$ cat config.mk
export PLATFORM = sky130hd
export DESIGN_NAME = fpd_cmd
export DESIGN_NICKNAME = d
export VERILOG_FILES = /design/src/hw/fpd_pkg.sv /design/src/hw/fpd_cmd.sv
export SDC_FILE = /design/constraint.sdc
export NUM_CORES = 1
export LEC_CHECK = 0
export ABC_CLOCK_PERIOD_IN_PS = 7900
export BUFFER_PORTS_ARGS = -buffer_cell sky130_fd_sc_hd__buf_2
export CAP_MARGIN = 40
export CORE_UTILIZATION = 62
export CTS_CLUSTER_SIZE = 14
export DETAILED_ROUTE_END_ITERATION = 10
export PLACE_DENSITY = 0.91
export SYNTH_ARGS = -nofsm -noshare
export SYNTH_HDL_FRONTEND = slang
export SYNTH_SLANG_ARGS = --single-unit
$ cat constraint.sdc
create_clock -name clock_i -period 7.9 [get_ports clock_i]
set_clock_uncertainty 0.05 [all_clocks]
set_input_delay 1.58 -clock clock_i [delete_from_list [all_inputs] [get_ports clock_i]]
set_output_delay 1.58 -clock clock_i [all_outputs]
set_load 0.005 [all_outputs]
$ cat src/hw/fpd_pkg.sv
// Notes on behaviour
// - In sleep, writes, programs and erases ignored.
// - Sleep engages only if frame ends after opcode.
// - Sleep entered within entry delay after rise.
// - Sleeping, only release opcode recognised, both widths.
// - After release, nothing accepted until exit delay.
// - Release ignored while work is in progress.
// - Parameter byte: burst, dummy count, pin function.
// - Dedicated reset pin ignores pin function bit.
// - Persistent parameter write needs write enable latch.
// - Persistent parameter write also loads volatile copy.
// - Two volatile writes: latch-gated and ungated.
// - Wrap enabled: aligned 8..64 byte burst in page.
// - Wrapped read returns to burst start at boundary.
// - Wrap disabled: address increments through whole array.
// - Low codes 0..3 linear, 4..7 bursts 8..64.
// - Wrap persists until cleared or reset; sleep reloads it from persistent copy.
// - Every read obeys wrap when bit set.
// - Drive strength bits, persistent and volatile writes.
// - Persistent extended write also loads volatile copy.
// - Parameter readback returns volatile copy only.
// - Extended readback gives progress bit, even when busy.
// - Sample on rising clock, drive on falling, MSB first.
package fpd_pkg;

    // Opcodes handled by this block
    localparam logic [7:0] OPC_ENTER_SLEEP = 8'hB9;
    localparam logic [7:0] OPC_LEAVE_SLEEP = 8'hAB;
    localparam logic [7:0] OPC_SET_PARAM_NV = 8'h65;
    localparam logic [7:0] OPC_SET_PARAM_V_WE = 8'h63;
    localparam logic [7:0] OPC_SET_PARAM_V = 8'hC0;
    localparam logic [7:0] OPC_SET_EXT_NV = 8'h85;
    localparam logic [7:0] OPC_SET_EXT_V = 8'h83;
    localparam logic [7:0] OPC_READ_PARAM = 8'h61;
    localparam logic [7:0] OPC_READ_EXT = 8'h81;

    // Frame lengths in received bits
    localparam logic [4:0] BITS_OPCODE = 5'h08;
    localparam logic [4:0] BITS_WITH_DATA = 5'h10;

    // Field positions of the extended register
    localparam int EXT_ODS_LSB = 5;
    localparam int EXT_BUSY_POS = 0;

    // Reset values of volatile and persistent copies
    localparam logic [7:0] PARAM_RESET = 8'h00;
    localparam logic [2:0] ODS_RESET = 3'h0;

    // Timing, in ns, and derived clock counts
    localparam int CLK_PERIOD_NS = 8;
    localparam int SLEEP_ENTRY_DELAY_NS = 3000;
    localparam int SLEEP_EXIT_DELAY_NS = 3000;
    // Longest time: round down
    localparam int SLEEP_ENTRY_CYC = SLEEP_ENTRY_DELAY_NS / CLK_PERIOD_NS;
    // Least time: round up
    localparam int SLEEP_EXIT_CYC =
        (SLEEP_EXIT_DELAY_NS + CLK_PERIOD_NS - 1) / CLK_PERIOD_NS;

    // Read parameter byte layout
    typedef struct packed {
        logic pin_function_select;
        logic [3:0] dummy_count;
        logic wrap_enable_bit;
        logic [1:0] burst_size;
    } fpd_param_t;

    // Frame decoder states
    typedef enum logic [2:0] {
        ST_IDLE = 3'b000,
        ST_OPC = 3'b001,
        ST_DATA = 3'b010,
        ST_READ = 3'b011,
        ST_IGNORE = 3'b100
    } fpd_frame_t;

    // Power states
    typedef enum logic [1:0] {
        PW_ACTIVE = 2'b00,
        PW_ENTER = 2'b01,
        PW_SLEEP = 2'b10,
        PW_EXIT = 2'b11
    } fpd_power_t;

endpackage

$ cat src/hw/fpd_cmd.sv
`timescale 1ns/1ps
`default_nettype none
module fpd_cmd #(
    parameter int ADDR_W = 26,
    parameter bit DEDICATED_RESET = 1'b0
) (
    input wire logic clock_i,
    input wire logic rst_n_i,
    input wire logic cs_n_i,
    input wire logic sck_i,
    input wire logic [3:0] dq_i,
    input wire logic qpi_mode_i,
    input wire logic write_enable_latch_i,
    input wire logic work_in_progress_i,
    input wire logic addr_load_i,
    input wire logic [ADDR_W-1:0] addr_i,
    input wire logic addr_advance_i,
    output logic [3:0] dq_o,
    output logic [3:0] dq_oe_o,
    output logic sleeping_o,
    output logic latch_clear_o,
    output logic nv_param_wr_o,
    output logic nv_ext_wr_o,
    output logic [7:0] nv_data_o,
    output fpd_pkg::fpd_param_t read_param_o,
    output logic [2:0] drive_strength_o,
    output logic shared_pin_is_reset_o,
    output logic [ADDR_W-1:0] rd_addr_o
);
    import fpd_pkg::*;

    // Local copies of delay counts for the timer and the checks
    localparam int ENTRY_LIM = SLEEP_ENTRY_CYC + 1;
    localparam int EXIT_LIM = SLEEP_EXIT_CYC + 1;
    localparam logic [15:0] ENTRY_CNT = 16'(SLEEP_ENTRY_CYC);
    localparam logic [15:0] EXIT_CNT = 16'(SLEEP_EXIT_CYC);

    logic [5:0] sync1; // First stage, read only by sync2
    logic [5:0] sync2; // {cs_n, sck, dq}
    logic sck_d; // Previous synced clock
    logic cs_d; // Previous synced select
    logic cs_s;
    logic sck_s;
    logic [3:0] dq_s;
    logic sck_rise;
    logic sck_fall;
    logic cs_rise;
    fpd_frame_t st; // Frame decoder state
    fpd_power_t pw; // Power state
    logic [4:0] cnt; // Bits received, saturating
    logic [7:0] shreg; // Input shift register
    logic [7:0] opc; // Latched opcode
    logic [7:0] out_sh; // Output byte, rotates to repeat
    logic [15:0] pw_timer; // Entry and exit delay counter
    logic [7:0] nv_param; // Persistent parameter copy
    logic [2:0] nv_ods; // Persistent drive strength copy
    logic [4:0] next_cnt;
    logic [7:0] next_sh;
    logic opc_done;
    logic exec;
    logic [7:0] rd_val;
    logic [ADDR_W-1:0] wrap_mask;
    logic [ADDR_W-1:0] next_addr;

    // Two-stage synchroniser for all link pins
    always_ff @(posedge clock_i or negedge rst_n_i) begin
        if (!rst_n_i) begin
            // Idle link levels: select high, clock low, so no false edge
            sync1 <= 6'h2F;
            sync2 <= 6'h2F;
        end else begin
            sync1 <= {cs_n_i, sck_i, dq_i};
            sync2 <= sync1;
        end
    end

    assign cs_s = sync2[5];
    assign sck_s = sync2[4];
    assign dq_s = sync2[3:0];

    // Edge history of the synced pins
    always_ff @(posedge clock_i or negedge rst_n_i) begin
        if (!rst_n_i) begin
            sck_d <= 1'b0;
            cs_d <= 1'b1;
        end else begin
            sck_d <= sck_s;
            cs_d <= cs_s;
        end
    end

    // Sample on rising edges, drive on falling edges
    assign sck_rise = !cs_s && sck_s && !sck_d;
    assign sck_fall = !cs_s && !sck_s && sck_d;
    assign cs_rise = cs_s && !cs_d;

    // Next shift value and saturating bit count
    always_comb begin
        next_sh = qpi_mode_i ? {shreg[3:0], dq_s} : {shreg[6:0], dq_s[0]};
        if (cnt > 5'h1B) begin
            next_cnt = 5'h1F;
        end else begin
            next_cnt = cnt + (qpi_mode_i ? 5'h04 : 5'h01);
        end
    end

    assign opc_done = sck_rise && st == ST_OPC && next_cnt == BITS_OPCODE;
    // A command runs only when select rises on an exact byte boundary
    assign exec = cs_rise && st == ST_DATA;

    // Readback source: volatile copies only
    always_comb begin
        if (next_sh == OPC_READ_PARAM) begin
            rd_val = read_param_o;
        end else begin
            rd_val = 8'h00;
            rd_val[EXT_ODS_LSB +: 3] = drive_strength_o;
            rd_val[EXT_BUSY_POS] = work_in_progress_i;
        end
    end

    // Frame decoder
    always_ff @(posedge clock_i or negedge rst_n_i) begin
        if (!rst_n_i) begin
            st <= ST_IDLE;
            cnt <= 5'h00;
            shreg <= 8'h00;
            opc <= 8'h00;
        end else if (cs_s) begin
            // Deselect ends every frame
            st <= ST_IDLE;
            cnt <= 5'h00;
        end else if (st == ST_IDLE) begin
            st <= ST_OPC;
        end else if (sck_rise) begin
            shreg <= next_sh;
            cnt <= next_cnt;
            if (opc_done) begin
                opc <= next_sh;
                case (pw)
                    PW_ACTIVE: begin
                        case (next_sh)
                            OPC_READ_PARAM, OPC_READ_EXT: begin
                                st <= ST_READ;
                            end
                            OPC_ENTER_SLEEP, OPC_SET_PARAM_NV,
                            OPC_SET_PARAM_V_WE, OPC_SET_PARAM_V,
                            OPC_SET_EXT_NV, OPC_SET_EXT_V: begin
                                st <= ST_DATA;
                            end
                            default: begin
                                st <= ST_IGNORE;
                            end
                        endcase
                    end
                    PW_SLEEP: begin
                        // Only release, and only when idle
                        if (next_sh == OPC_LEAVE_SLEEP &&
                            !work_in_progress_i) begin
                            st <= ST_DATA;
                        end else begin
                            st <= ST_IGNORE;
                        end
                    end
                    default: begin
                        // Entering or recovering: nothing taken
                        st <= ST_IGNORE;
                    end
                endcase
            end else if (st == ST_DATA && next_cnt > BITS_WITH_DATA) begin
                st <= ST_IGNORE;
            end
        end
    end

    // Output shifter, MSB first, repeats while selected
    always_ff @(posedge clock_i or negedge rst_n_i) begin
        if (!rst_n_i) begin
            out_sh <= 8'h00;
            dq_o <= 4'h0;
            dq_oe_o <= 4'h0;
        end else if (cs_s) begin
            dq_oe_o <= 4'h0;
        end else if (opc_done) begin
            out_sh <= rd_val;
        end else if (st == ST_READ && sck_fall) begin
            if (qpi_mode_i) begin
                dq_o <= out_sh[7:4];
                dq_oe_o <= 4'hF;
                out_sh <= {out_sh[3:0], out_sh[7:4]};
            end else begin
                dq_o <= {2'b00, out_sh[7], 1'b0};
                dq_oe_o <= 4'h2;
                out_sh <= {out_sh[6:0], out_sh[7]};
            end
        end
    end

    // Power state with entry and exit delays
    always_ff @(posedge clock_i or negedge rst_n_i) begin
        if (!rst_n_i) begin
            pw <= PW_ACTIVE;
            pw_timer <= 16'h0000;
            sleeping_o <= 1'b0;
        end else begin
            case (pw)
                PW_ACTIVE: begin
                    // Exactly one byte framed, else no sleep
                    if (exec && opc == OPC_ENTER_SLEEP &&
                        cnt == BITS_OPCODE) begin
                        pw <= PW_ENTER;
                        pw_timer <= ENTRY_CNT;
                    end
                end
                PW_ENTER: begin
                    if (pw_timer <= 16'h0001) begin
                        pw <= PW_SLEEP;
                        sleeping_o <= 1'b1;
                    end else begin
                        pw_timer <= pw_timer - 16'h0001;
                    end
                end
                PW_SLEEP: begin
                    if (exec && opc == OPC_LEAVE_SLEEP &&
                        cnt == BITS_OPCODE) begin
                        pw <= PW_EXIT;
                        pw_timer <= EXIT_CNT;
                    end
                end
                PW_EXIT: begin
                    // Host must stay deselected here; frames are refused
                    if (pw_timer <= 16'h0001) begin
                        pw <= PW_ACTIVE;
                        sleeping_o <= 1'b0;
                    end else begin
                        pw_timer <= pw_timer - 16'h0001;
                    end
                end
                default: begin
                    pw <= PW_ACTIVE;
                end
            endcase
        end
    end

    // Parameter registers and write strobes
    always_ff @(posedge clock_i or negedge rst_n_i) begin
        if (!rst_n_i) begin
            read_param_o <= PARAM_RESET;
            nv_param <= PARAM_RESET;
            drive_strength_o <= ODS_RESET;
            nv_ods <= ODS_RESET;
            nv_data_o <= 8'h00;
            nv_param_wr_o <= 1'b0;
            nv_ext_wr_o <= 1'b0;
            latch_clear_o <= 1'b0;
        end else begin
            nv_param_wr_o <= 1'b0;
            nv_ext_wr_o <= 1'b0;
            latch_clear_o <= 1'b0;
            if (pw == PW_ENTER && pw_timer == ENTRY_CNT) begin
                // Sleep reloads the volatile parameter byte, wrap included, from the persistent copy
                read_param_o <= nv_param;
            end else if (exec && pw == PW_ACTIVE &&
                         cnt == BITS_WITH_DATA) begin
                case (opc)
                    OPC_SET_PARAM_NV: begin
                        if (write_enable_latch_i &&
                            !work_in_progress_i) begin
                            nv_param <= shreg;
                            read_param_o <= shreg;
                            nv_data_o <= shreg;
                            nv_param_wr_o <= 1'b1;
                            latch_clear_o <= 1'b1;
                        end
                    end
                    OPC_SET_PARAM_V_WE: begin
                        if (write_enable_latch_i) begin
                            read_param_o <= shreg;
                            latch_clear_o <= 1'b1;
                        end
                    end
                    OPC_SET_PARAM_V: begin
                        read_param_o <= shreg;
                    end
                    OPC_SET_EXT_NV: begin
                        if (write_enable_latch_i &&
                            !work_in_progress_i) begin
                            nv_ods <= shreg[EXT_ODS_LSB +: 3];
                            drive_strength_o <=
                                shreg[EXT_ODS_LSB +: 3];
                            nv_data_o <= shreg;
                            nv_ext_wr_o <= 1'b1;
                            latch_clear_o <= 1'b1;
                        end
                    end
                    OPC_SET_EXT_V: begin
                        drive_strength_o <= shreg[EXT_ODS_LSB +: 3];
                    end
                    default: begin
                        nv_data_o <= nv_data_o;
                    end
                endcase
            end
        end
    end

    // Shared pin role; a dedicated reset pin ignores the select
    always_ff @(posedge clock_i or negedge rst_n_i) begin
        if (!rst_n_i) begin
            shared_pin_is_reset_o <= 1'b0;
        end else begin
            shared_pin_is_reset_o <= !DEDICATED_RESET &&
                read_param_o.pin_function_select;
        end
    end

    // Burst window: size codes 0..3 give 8..64 bytes
    always_comb begin
        wrap_mask = {ADDR_W{1'b1}};
        if (read_param_o.wrap_enable_bit) begin
            wrap_mask = ADDR_W'((8 << read_param_o.burst_size) - 1);
        end
        next_addr = (rd_addr_o & ~wrap_mask) |
            ((rd_addr_o + ADDR_W'(1)) & wrap_mask);
    end

    // Read address generator shared by every read
    always_ff @(posedge clock_i or negedge rst_n_i) begin
        if (!rst_n_i) begin
            rd_addr_o <= '0;
        end else if (addr_load_i) begin
            rd_addr_o <= addr_i;
        end else if (addr_advance_i) begin
            rd_addr_o <= next_addr;
        end
    end
endmodule
`default_nettype wire

; ---- Word level (Yosys, flattened, before mapping)
; Cells that the tools add are included.
[totals]
ff_bits = 130
in_bits = 39
output_inout_bits = 58
word_cells = 188
[classes]
n_addsub = 4
magnitude_cmp = 3
eq_ne = 36
n_shift = 1
muxes = 56
bitwise_logic = 8
n_reduce_logical = 54
[ops]
columns = op, n
row1 = 8-bit equality test (second input constant), 11
row2 = 26-bit two-way mux, 3
row3 = 8-bit two-way mux, 9
row4 = 26-bit AND, 2
row5 = 16-bit two-way mux, 3
row6 = 16-bit case mux with 3 select lines, 1
row7 = 8-bit by 7-bit equality test with 1-bit output (second input constant), 5
row8 = 26-bit by 1-bit adder with 26-bit output (second input constant), 1
row9 = 26-bit inverter, 1
row10 = 26-bit OR, 1
row11 = 4-bit by 2-bit << shifter with 26-bit output (first input constant), 1
row12 = 26-bit by 2-bit subtractor with 26-bit output (second input constant), 1
row13 = 3-bit two-way mux, 8
row14 = 8-bit case mux with 3 select lines, 1
row15 = 4-bit AND reduction, 6
row16 = 4-bit two-way mux, 5
row17 = 5-bit two-way mux, 4
row18 = 1-bit logical AND, 19
row19 = 3-bit case mux with 2 select lines, 3
row20 = 16-bit by 9-bit equality test with 1-bit output (second input constant), 1
row21 = 16-bit by 1-bit <= comparator with 1-bit output (second input constant), 1
row22 = 2-bit != test (second input constant), 8
row23 = 16-bit by 1-bit subtractor with 16-bit output (second input constant), 1
row24 = 2-bit nonzero test, 7
row25 = other kinds (23), 59

; ---- Logic depth before layout (Yosys ltp)
; Gate-level depths: netlist (run 1).
[depth]
word_depth = 10
ltp_mapped = 11
depth_no_buf = 9

; ---- Worst setup path before layout (run 1)
; No wires, ideal clock.
[synth_timing]
path_kind = input to register
startpoint = in qpi_mode_i
endpoint = reg out_sh[5]
arrival_ns = 3.963
slack_ns = 3.810
stages = 11
cell_sequence = clkbuf_1 > clkbuf_1 > inv_1 > ha_1 > ha_1 > a211oi_1 > a211oi_1 > nor4_2 > clkbuf_1 > a211oi_1 > a21oi_1
[synth_between]
elab_chain_len = 7
elab_cells_between_ends = 13
cone_classes = add/sub (1) / eq/ne (2) / mux (7) / reduce/logical (3)
[synth_rtl]
columns = element, line
row1 = "start, declared", fpd_cmd.sv:12  ; input wire logic qpi_mode_i,
row2 = 3-bit two-way mux, fpd_cmd.sv:103  ; next_cnt = cnt + (qpi_mode_i ? 5'h04 : 5'h01);
row3 = 5-bit by 3-bit adder with 5-bit output, fpd_cmd.sv:103
row4 = 5-bit two-way mux, fpd_cmd.sv:100  ; if (cnt > 5'h1B) begin
row5 = 5-bit by 4-bit equality test with 1-bit output, fpd_cmd.sv:107  ; assign opc_done = sck_rise && st == ST_OPC && next_cnt == BITS_OPCODE;
row6 = 1-bit logical AND, fpd_cmd.sv:107
row7 = 2-bit nonzero test (no source line), -
row8 = 2-bit AND reduction (no source line), -
row9 = "end signal, assigned", fpd_cmd.sv:185  ; out_sh <= rd_val;
row10 = "end signal, assigned", fpd_cmd.sv:190  ; out_sh <= {out_sh[3:0], out_sh[7:4]};
row11 = "end signal, assigned", fpd_cmd.sv:194  ; out_sh <= {out_sh[6:0], out_sh[7]};
row12 = "end, declared", fpd_cmd.sv:53  ; logic [7:0] out_sh;
; Several ways; a longest one is shown, not always the timed one. The select of a mux whose other input is x is not followed.
; A chain may end at the register's enable or synchronous reset.

; ---- Final worst setup path (run 1)
[layout_timing]
startpoint = in qpi_mode_i
endpoint = reg st[0]
[layout_between]
elab_chain_len = 9
elab_cells_between_ends = 26
cone_classes = add/sub (1) / order compare (1) / eq/ne (9) / mux (9) / reduce/logical (6)
[layout_rtl]
columns = element, line
row1 = "parallel branches: the longest is 9 deep, another holds 5-bit by 3-bit adder with 5-bit output", -
row2 = "end signal, assigned", fpd_cmd.sv:131  ; st <= ST_IDLE;
row3 = "end signal, assigned", fpd_cmd.sv:134  ; st <= ST_OPC;
row4 = "end signal, assigned", fpd_cmd.sv:144  ; st <= ST_READ;
row5 = "end, declared", fpd_cmd.sv:48  ; fpd_frame_t st;
; Parallel ways; which one is timed is not known. The select of a mux whose other input is x is not followed.

==> results of run 1 <==
==> kinds of logic after synthesis <==
family                   count (synthesis)
buffers and inverters                   45
adder cells (fa/ha/maj)                 11
multiplexers                            62
AND/OR/NAND/NOR                        258
XOR/XNOR                                29
AO/OA/AOI/OAI                          132
flip-flops                             128
==> cells in the final DEF, fill, tap and decap left out, types with 5 or more instances in the layout <==
cell,n
a211oi_1,9
a21oi_1,50
and3_1,8
buf_2,96
buf_4,5
clkbuf_16,16
clkbuf_8,7
dfrtp_1,117
dfstp_2,11
ha_1,11
inv_1,12
mux2_2,32
mux2_4,8
mux2i_1,22
nand2_1,60
nand2b_1,7
nand3_1,26
nand3b_1,6
nand4_1,9
nand4b_1,6
nor2_1,52
nor2b_1,9
nor3_1,13
nor3b_1,5
nor4_1,11
nor4bb_1,5
o21ai_0,49
or3_1,10
or4_1,7
xnor2_1,14
xor2_1,15
==> how the worst min path moves through the flow <==
stage / start / endpoint / slack [ns] / cells past startpoint
after detailed placement: sync1[4]$_DFF_PN0_ / sync2[4]$_DFF_PN0_ / 0.29 / 0
after CTS: sync1[4]$_DFF_PN0_ / sync2[4]$_DFF_PN0_ / 0.29 / 0
after global routing: sync1[4]$_DFF_PN0_ / sync2[4]$_DFF_PN0_ / 0.30 / 0
final: sync1[4]$_DFF_PN0_ / sync2[4]$_DFF_PN0_ / 0.30 / 0
after floorplan: sync1[4]$_DFF_PN0_ / sync2[4]$_DFF_PN0_ / 0.28 / 0
after global placement: sync1[4]$_DFF_PN0_ / sync2[4]$_DFF_PN0_ / 0.28 / 0
==> stage by stage <==
| step | cells | power [W] | hold WS [ns] |
|---|---|---|---|
| after floorplan | 665 | 0.000834 | 0.281 |
| after global placement | 866 | 0.000895 | 0.283 |
| after detailed placement | 869 | 0.000907 | 0.287 |
| after CTS | 901 | 0.00175 | 0.294 |
| after global routing | 902 | 0.00180 | 0.302 |
| final | 902 | 0.00175 | 0.297 |
==> per-layer routing <==
metal  part of all wire (%)  track usage (%)
met1                     40             39.4
met3                    7.7             7.11
met5                      0                0
met4                    3.6             14.3
met2                     48             50.8
==> layout make-up <==
type                            count  share of cell area, %
Multi-Input combinational cell    492                   41.4
Sequential cell                   128                   40.8
Timing Repair Buffer              102                   6.82
Clock buffer                       24                   6.35
Tap cell                          136                   2.16
Clock inverter                      8                   1.89
Inverter                           12                  0.571
==> power by group through the flow <==
stage	Clock, W	Sequential (W)	Combinational, W
floorplan	0	0.000731	0.000103
global placement	0	0.000753	0.000141
detailed placement	0	0.000758	0.000150
CTS	0.000845	0.000747	0.000155
global route	0.000880	0.000752	0.000171
finish	0.000842	0.000749	0.000157
==> flow_metrics.tcl, run 1 <==
set metrics [dict create \
    place_area_um2 7230 \
    crit_path_cell_trace "buf_2 -> inv_1 -> ha_1 -> ha_1 -> a21o_1 -> a211oi_1 -> nor4_4 -> buf_4 -> a31oi_1 -> a21oi_1 -> o21ai_0" \
    clock-sinks 128 \
    synth_top_area_share_pct 44.0 \
    synth_cell_types 60 \
    fmax_mhz 245 \
    die_area_um2 11200 \
    critPathMostFrequentCell "ha_1" \
    antenna_cells 0 \
    reg2reg_depth 6 \
    num-fill-cells 642 \
    synth_adder_area_share_pct 2.07 \
    clk-insertion-delay-late_ns 0.53 \
    synth_nets 715 \
    muxShareOfSynthArea_pct 10.5 \
    multi_input_area_um2 3260 \
    p_sw_w 0.000423 \
    ff_latch_area_um2 3220 \
    cts_resized 0 \
    htree_levels 4 \
    core_um2 10400 \
    numCtsBuffers 17 \
    startpoint "qpi_mode_i" \
    start_kind "input port" \
    maxSlewHeadroom_pct 45.0 \
    yosys_warnings 0 \
    drive_gt1_share_pct 25.6 \
    postLayoutSetupSlackWorst_ns 3.82 \
    worst_slew_pin_slew_ns 0.823 \
    reg2reg_from "pw_timer[10]$_DFFE_PN0P_" \
    gp_congestion 0.908 \
    port_buffers 96 \
    critPathMaxStageDelay_ns 0.52 \
    fin_util_pct 76.0 \
    syn2layout_area_growth_pct 18.4 \
    grt_pass1_vias 5528 \
    fin_crit_sh_pct 51.7 \
    ys_seq_area_share_pct 48.3 \
    critical_path_buf_inv_count 3 \
    grt-ovfl-total 0 \
    synth_top_family_by_area "simple AND/OR/NAND/NOR gates" \
    root_buffer "clkbuf_8" \
    path_class "input port to flop" \
    status "completed" \
    async_flop_share_pct 100 \
    dpl_worst_slack_ns 3.37 \
    setup_viol 0 \
    initial_utilization_pct 64.2 \
    crit_end "st[0]$_DFFE_PN0P_" \
    dr.pass1.iters 5 \
    crit_path_end_kind "flop" \
    antenna_found_initial 0 \
    fp.dieH_um 106 \
    power.leakage_nw 3.65 \
    min_period_ns 4.08 \
    path_max_fanout 35 \
    synth_flop_cell "dfrtp_1" \
    internal-power_w 0.00133 \
    clkPwrFrac_pct 48.2 \
    cts_setup_buffers 0 \
    via_per_inst 6.33 \
    io_pins 97 \
    synthSimpleGateAreaFrac_pct 21.2 \
    rows 37 \
    drt-initial-drc-count 664 \
    seq_power_share_pct 42.9 \
    wl_per_cell_um 18.5 \
    drtAntennaViolNets 0 \
    routed_wl_um 16700 \
    yosysTopAreaCell "dfrtp_1" \
    maxCapViolations 0 \
    yosysMostFrequentCell "dfrtp_1" \
    synthTopCellsByCount "dfrtp_1, nand2_1, nor2_1" \
    drc 0 \
    worst_ep_arrival_time_ns 4.48 \
    synthXorXnorAreaFrac_pct 3.82 \
    worst_path_dominant_cell_family "compound AO/OA/AOI/OAI gates" \
    grt_usage_pct 31.0 \
    r2r_setup_slack_ns 4.97 \
    synth-edff-count 0 \
    p_per_area_nw_per_um2 222 \
    ys_ff_latch 128 \
    avgSynthCellArea_um2 10.0 \
    p_sw_share_pct 24.2 \
    vias 5714 \
    clkTransAtPathRegs_ns 0.06 \
    finalMaxSlewViolations 0 \
    syn_area_um2 6660 \
    synth_cells 665 \
    holdBufCountCts 0 \
    synth.area.top_cells "dfrtp_1, mux2_2, dfstp_2" \
    dp_hpwl_um 10900 \
    grt_pass1_wl_um 27000 \
    finalNetCount 803 \
    fin_area_um2 7880 \
    power_frac_comb_pct 9.0 \
    hold_viol 0 \
    worstPathRequired_ns 8.30 \
    grt_max_degree 51 \
    fin_setup_tns_ns 0 \
    cts_buffer_depth 2 \
    cp.depth 11 \
    synth_compound_area_share_pct 11.3 \
    r2r-end "nv_data_o[6]$_DFFE_PN0P_" \
    min_path_type "flop to flop" \
    die_w_um 106 \
    max-vdd-ir-drop_mv 0.151 \
    rsz0062_at_grt "no" \
    cts_tree "yes" \
    slowest_stage "buf_2" \
]
Note: power is estimated with default switching activity, not from simulation.
==> run 2: changes to the inputs <==
Settings changed: ABC_CLOCK_PERIOD_IN_PS 7900 to 3400, CORE_UTILIZATION 62 to 52, PLACE_DENSITY 0.91 to 0.82.
Clock period 7.9 ns to 3.4 ns, I/O delays scaled along.
==> flow_metrics.tcl, run 2 (synthesis results as in run 1) <==
set metrics [dict create \
    path_class "flop to flop" \
    antenna_cells 0 \
    routed_wl_um 15900 \
    fin_crit_sh_pct 85.8 \
    io_pins 97 \
    rows 40 \
    dp_hpwl_um 11300 \
    clk-insertion-delay-late_ns 0.42 \
    fmax_mhz 343 \
    finalMaxSlewViolations 0 \
    worstPathRequired_ns 3.65 \
    gp_congestion 0.844 \
    maxCapViolations 0 \
    worst_slew_pin_slew_ns 0.756 \
    multi_input_area_um2 3260 \
    p_total_w 0.00403 \
    root_buffer "clkbuf_16" \
    hold_viol 0 \
    cts_tree "yes" \
    rsz0062_at_grt "no" \
    dr.pass1.iters 5 \
    vias 5549 \
    layout_commonest_cell "dfrtp_1" \
    via_per_inst 5.91 \
    grt_max_degree 54 \
    p_per_area_nw_per_um2 507 \
    clkTransAtPathRegs_ns 0.06 \
    htree_levels 4 \
    fp.dieH_um 115 \
    cts_setup_buffers 0 \
    holdBufCountCts 0 \
    grt_pass1_vias 5401 \
    fin_setup_tns_ns 0 \
    ff_latch_area_um2 3220 \
    drt-initial-drc-count 415 \
    wl_per_cell_um 17.0 \
    core_um2 12300 \
    start_kind "flop" \
    min_period_ns 2.92 \
    path_max_fanout 10 \
    grt_pass1_wl_um 26600 \
    drc 0 \
    place_area_um2 7310 \
    drive_gt1_share_pct 26.1 \
    initial_utilization_pct 54.3 \
    grt_usage_pct 26.2 \
    fin_area_um2 7950 \
    num-fill-cells 936 \
    final_cell_mix "dfrtp_1, buf_2, nand2_1" \
    min_path_type "input port to asynchronous set/reset pin" \
    crit_path_end_kind "flop" \
    power.leakage_nw 3.65 \
    maxSlewHeadroom_pct 49.5 \
    cts_buffer_depth 2 \
    worst_ep_arrival_time_ns 3.17 \
    finalNetCount 808 \
    drtAntennaViolNets 0 \
    setup_viol 0 \
    max-vdd-ir-drop_mv 0.504 \
    antenna_found_initial 0 \
    cts_resized 0 \
    die_area_um2 13300 \
    port_buffers 96 \
    clock-sinks 128 \
    die_w_um 115 \
    status "completed" \
    fin_util_pct 64.9 \
    syn2layout_area_growth_pct 19.5 \
    grt-ovfl-total 0 \
    holdWs_ns 0.251 \
    numCtsBuffers 17 \
]
==> run 2: routing by layer <==
| layer | GRT usage, % | routed length, um | vias to the layer above |
|---|---|---|---|
| met5 | 0 | 0 | - |
| met4 | 10.9 | 367 | 0 |
| met3 | 7.27 | 925 | 41 |
| met2 | 43.7 | 7950 | 210 |
| met1 | 32.2 | 6700 | 2704 |
| li1 | - | - | 2594 |
==> run 2: final timing paths <==
check	startpoint	cells after the start	endpoint	slack (ns)
setup / recovery	pw_timer[10]$_DFFE_PN0P_	6	nv_data_o[7]$_DFFE_PN0P_	0.48
hold / removal	rst_n_i	1	latch_clear_o$_DFF_PN0_	0.25
setup reg to reg	pw_timer[10]$_DFFE_PN0P_	6	nv_data_o[7]$_DFFE_PN0P_	0.48
hold reg to reg	sync1[4]$_DFF_PN0_	0	sync2[4]$_DFF_PN0_	0.30
max in group asynchronous	rst_n_i	2	sync1[3]$_DFF_PN1_	2.19
min in group clock_i	sync1[4]$_DFF_PN0_	0	sync2[4]$_DFF_PN0_	0.30
==> run 2: metrics by stage <==
stage / instances / worst slack, ns
4_1_cts: 939 / 0.501
3_5_place_dp: 907 / 0.474
3_3_place_gp: 905 / 0.520
6_report: 939 / 0.483
2_1_floorplan: 665 / 0.210
5_1_grt: 939 / 0.383
==> run 2: layout make-up <==
type	instances	share of cell area, %
timing repair buffer	107	7.24
sequential	128	40.5
clock inverter	12	2.31
multi-input combinational	492	41.0
tap	168	2.64
clock buffer	20	5.74
inverter	12	0.566
==> run 2: worst max-delay path, stage by stage, from the launching register on <==
cell	delay, ns
dfrtp_1	0.41
or4_4	0.56
or3_4	0.41
nor3_4	0.47
nor3b_2	0.14
and2_1	0.37
mux2_4	0.38
==> run 2: power by group <==
| part | switching [W] | leakage [nW] | internal (W) | total, W |
|---|---|---|---|---|
| Clock | 0.000671 | 0.295 | 0.00127 | 0.00194 |
| Sequential | 0.000137 | 1.64 | 0.00160 | 0.00174 |
| Combinational | 0.000183 | 1.72 | 0.000170 | 0.000353 |
==> run 3: changes to the inputs <==
Settings changed: MAX_ROUTING_LAYER from default to met4.
==> flow_metrics.tcl, run 3 (synthesis results as in run 1) <==
set metrics [dict create \
    drtAntennaViolNets 0 \
    worst_path_dominant_cell_family "simple AND/OR/NAND/NOR gates" \
    maxCapViolations 0 \
    crit_path_cell_trace "or4_4 -> or3_4 -> nor3_4 -> nor3b_2 -> and2_1 -> mux2_4" \
    slowest_stage "or4_4" \
    vias 5538 \
    dr.pass1.iters 6 \
    holdBufCountCts 0 \
    p_total_w 0.00383 \
    grt_usage_pct 25.9 \
    drc 0 \
    wl_per_cell_um 16.7 \
    min_path_type "input port to asynchronous set/reset pin" \
    die_w_um 115 \
    power.leakage_nw 3.65 \
    path_max_fanout 10 \
    routed_wl_um 15700 \
    grt_pass1_wl_um 25600 \
    fp.dieH_um 115 \
    min_period_ns 2.93 \
    start_kind "flop" \
    crit_path_end_kind "flop" \
    cts_buffer_depth 2 \
    setup_viol 0 \
    fmax_mhz 341 \
    maxSlewHeadroom_pct 49.0 \
    finalNetCount 808 \
    path_class "flop to flop" \
    rsz0062_at_grt "no" \
    final_cells 939 \
    critPathMaxStageDelay_ns 0.57 \
    internal-power_w 0.00289 \
    finalMaxSlewViolations 0 \
    seq_power_share_pct 45.5 \
    clock-sinks 128 \
    power_frac_comb_pct 9.2 \
    cts_resized 0 \
    antenna_found_initial 0 \
    dp_hpwl_um 11100 \
    initial_utilization_pct 54.3 \
    grt-ovfl-total 0 \
    clkTransAtPathRegs_ns 0.05 \
    antenna_cells 0 \
    dp_cells 907 \
    status "completed" \
    final_cell_mix "dfrtp_1, buf_2, nand2_1" \
    grt_max_degree 55 \
    syn2layout_area_growth_pct 18.5 \
    drive_gt1_share_pct 25.7 \
    p_per_area_nw_per_um2 486 \
    port_buffers 96 \
    io_pins 97 \
    clk-insertion-delay-late_ns 0.42 \
    via_per_inst 5.90 \
    cts_setup_buffers 0 \
    grt_pass1_vias 5352 \
    layout_commonest_cell "dfrtp_1" \
    rows 40 \
    max-vdd-ir-drop_mv 0.397 \
    critical_path_buf_inv_count 0 \
    worstPathRequired_ns 3.65 \
    fin_util_pct 64.3 \
    p_sw_w 0.000939 \
    gp_congestion 0.936 \
    worst_slew_pin_slew_ns 0.763 \
    htree_levels 4 \
    core_um2 12300 \
    holdWs_ns 0.230 \
    clkPwrFrac_pct 45.3 \
    worst_ep_arrival_time_ns 3.18 \
    drt-initial-drc-count 422 \
    fin_setup_tns_ns 0 \
    hold_viol 0 \
    p_sw_share_pct 24.5 \
    numCtsBuffers 17 \
    fin_crit_sh_pct 86.3 \
    die_area_um2 13300 \
    cts_tree "yes" \
    root_buffer "clkbuf_16" \
]
-- run 3: final timing paths --
check / from / depth (start not counted) / to / slack (ns)
hold / removal: rst_n_i / 1 / pw_timer[0]$_DFFE_PN0P_ / 0.23
setup / recovery: pw_timer[10]$_DFFE_PN0P_ / 6 / nv_data_o[1]$_DFFE_PN0P_ / 0.47
hold reg to reg: sync1[4]$_DFF_PN0_ / 0 / sync2[4]$_DFF_PN0_ / 0.30
setup reg to reg: pw_timer[10]$_DFFE_PN0P_ / 6 / nv_data_o[1]$_DFFE_PN0P_ / 0.47
min in group clock_i: sync1[4]$_DFF_PN0_ / 0 / sync2[4]$_DFF_PN0_ / 0.30
max in group asynchronous: rst_n_i / 2 / sync2[3]$_DFF_PN1_ / 2.21
-- run 3: power groups by stage --
stage | combinational, W | clock, W | sequential [W]
floorplan | 0.000240 | 0 | 0.00170
global placement | 0.000338 | 0 | 0.00176
detailed placement | 0.000350 | 0 | 0.00176
CTS | 0.000355 | 0.00176 | 0.00174
global route | 0.000392 | 0.00183 | 0.00176
finish | 0.000354 | 0.00173 | 0.00174
-- run 3: metal layers --
metal	vias up	GRT usage (%)	share of wire, %
li1	2581	-	-
met1	2730	31.2	43
met2	198	42.7	50
met3	29	6.17	5.3
met4	0	8.92	1.6
met5	-	-	0
-- run 3: through the flow --
step                      worst slack (ns)  instance area, um^2
after global placement               0.454                 7300
final                                0.466                 7890
after floorplan                      0.210                 6660
after global routing                 0.294                 7890
after CTS                            0.467                 7890
after detailed placement             0.260                 7310
-- run 3: area by class of cell --
type / count / area, um^2
Inverter: 12 / 45.0
Sequential cell: 128 / 3220
Fill cell: 956 / 4380
Timing Repair Buffer: 107 / 576
Clock buffer: 27 / 523
Multi-Input combinational cell: 492 / 3260
Clock inverter: 5 / 50.0
Tap cell: 168 / 210
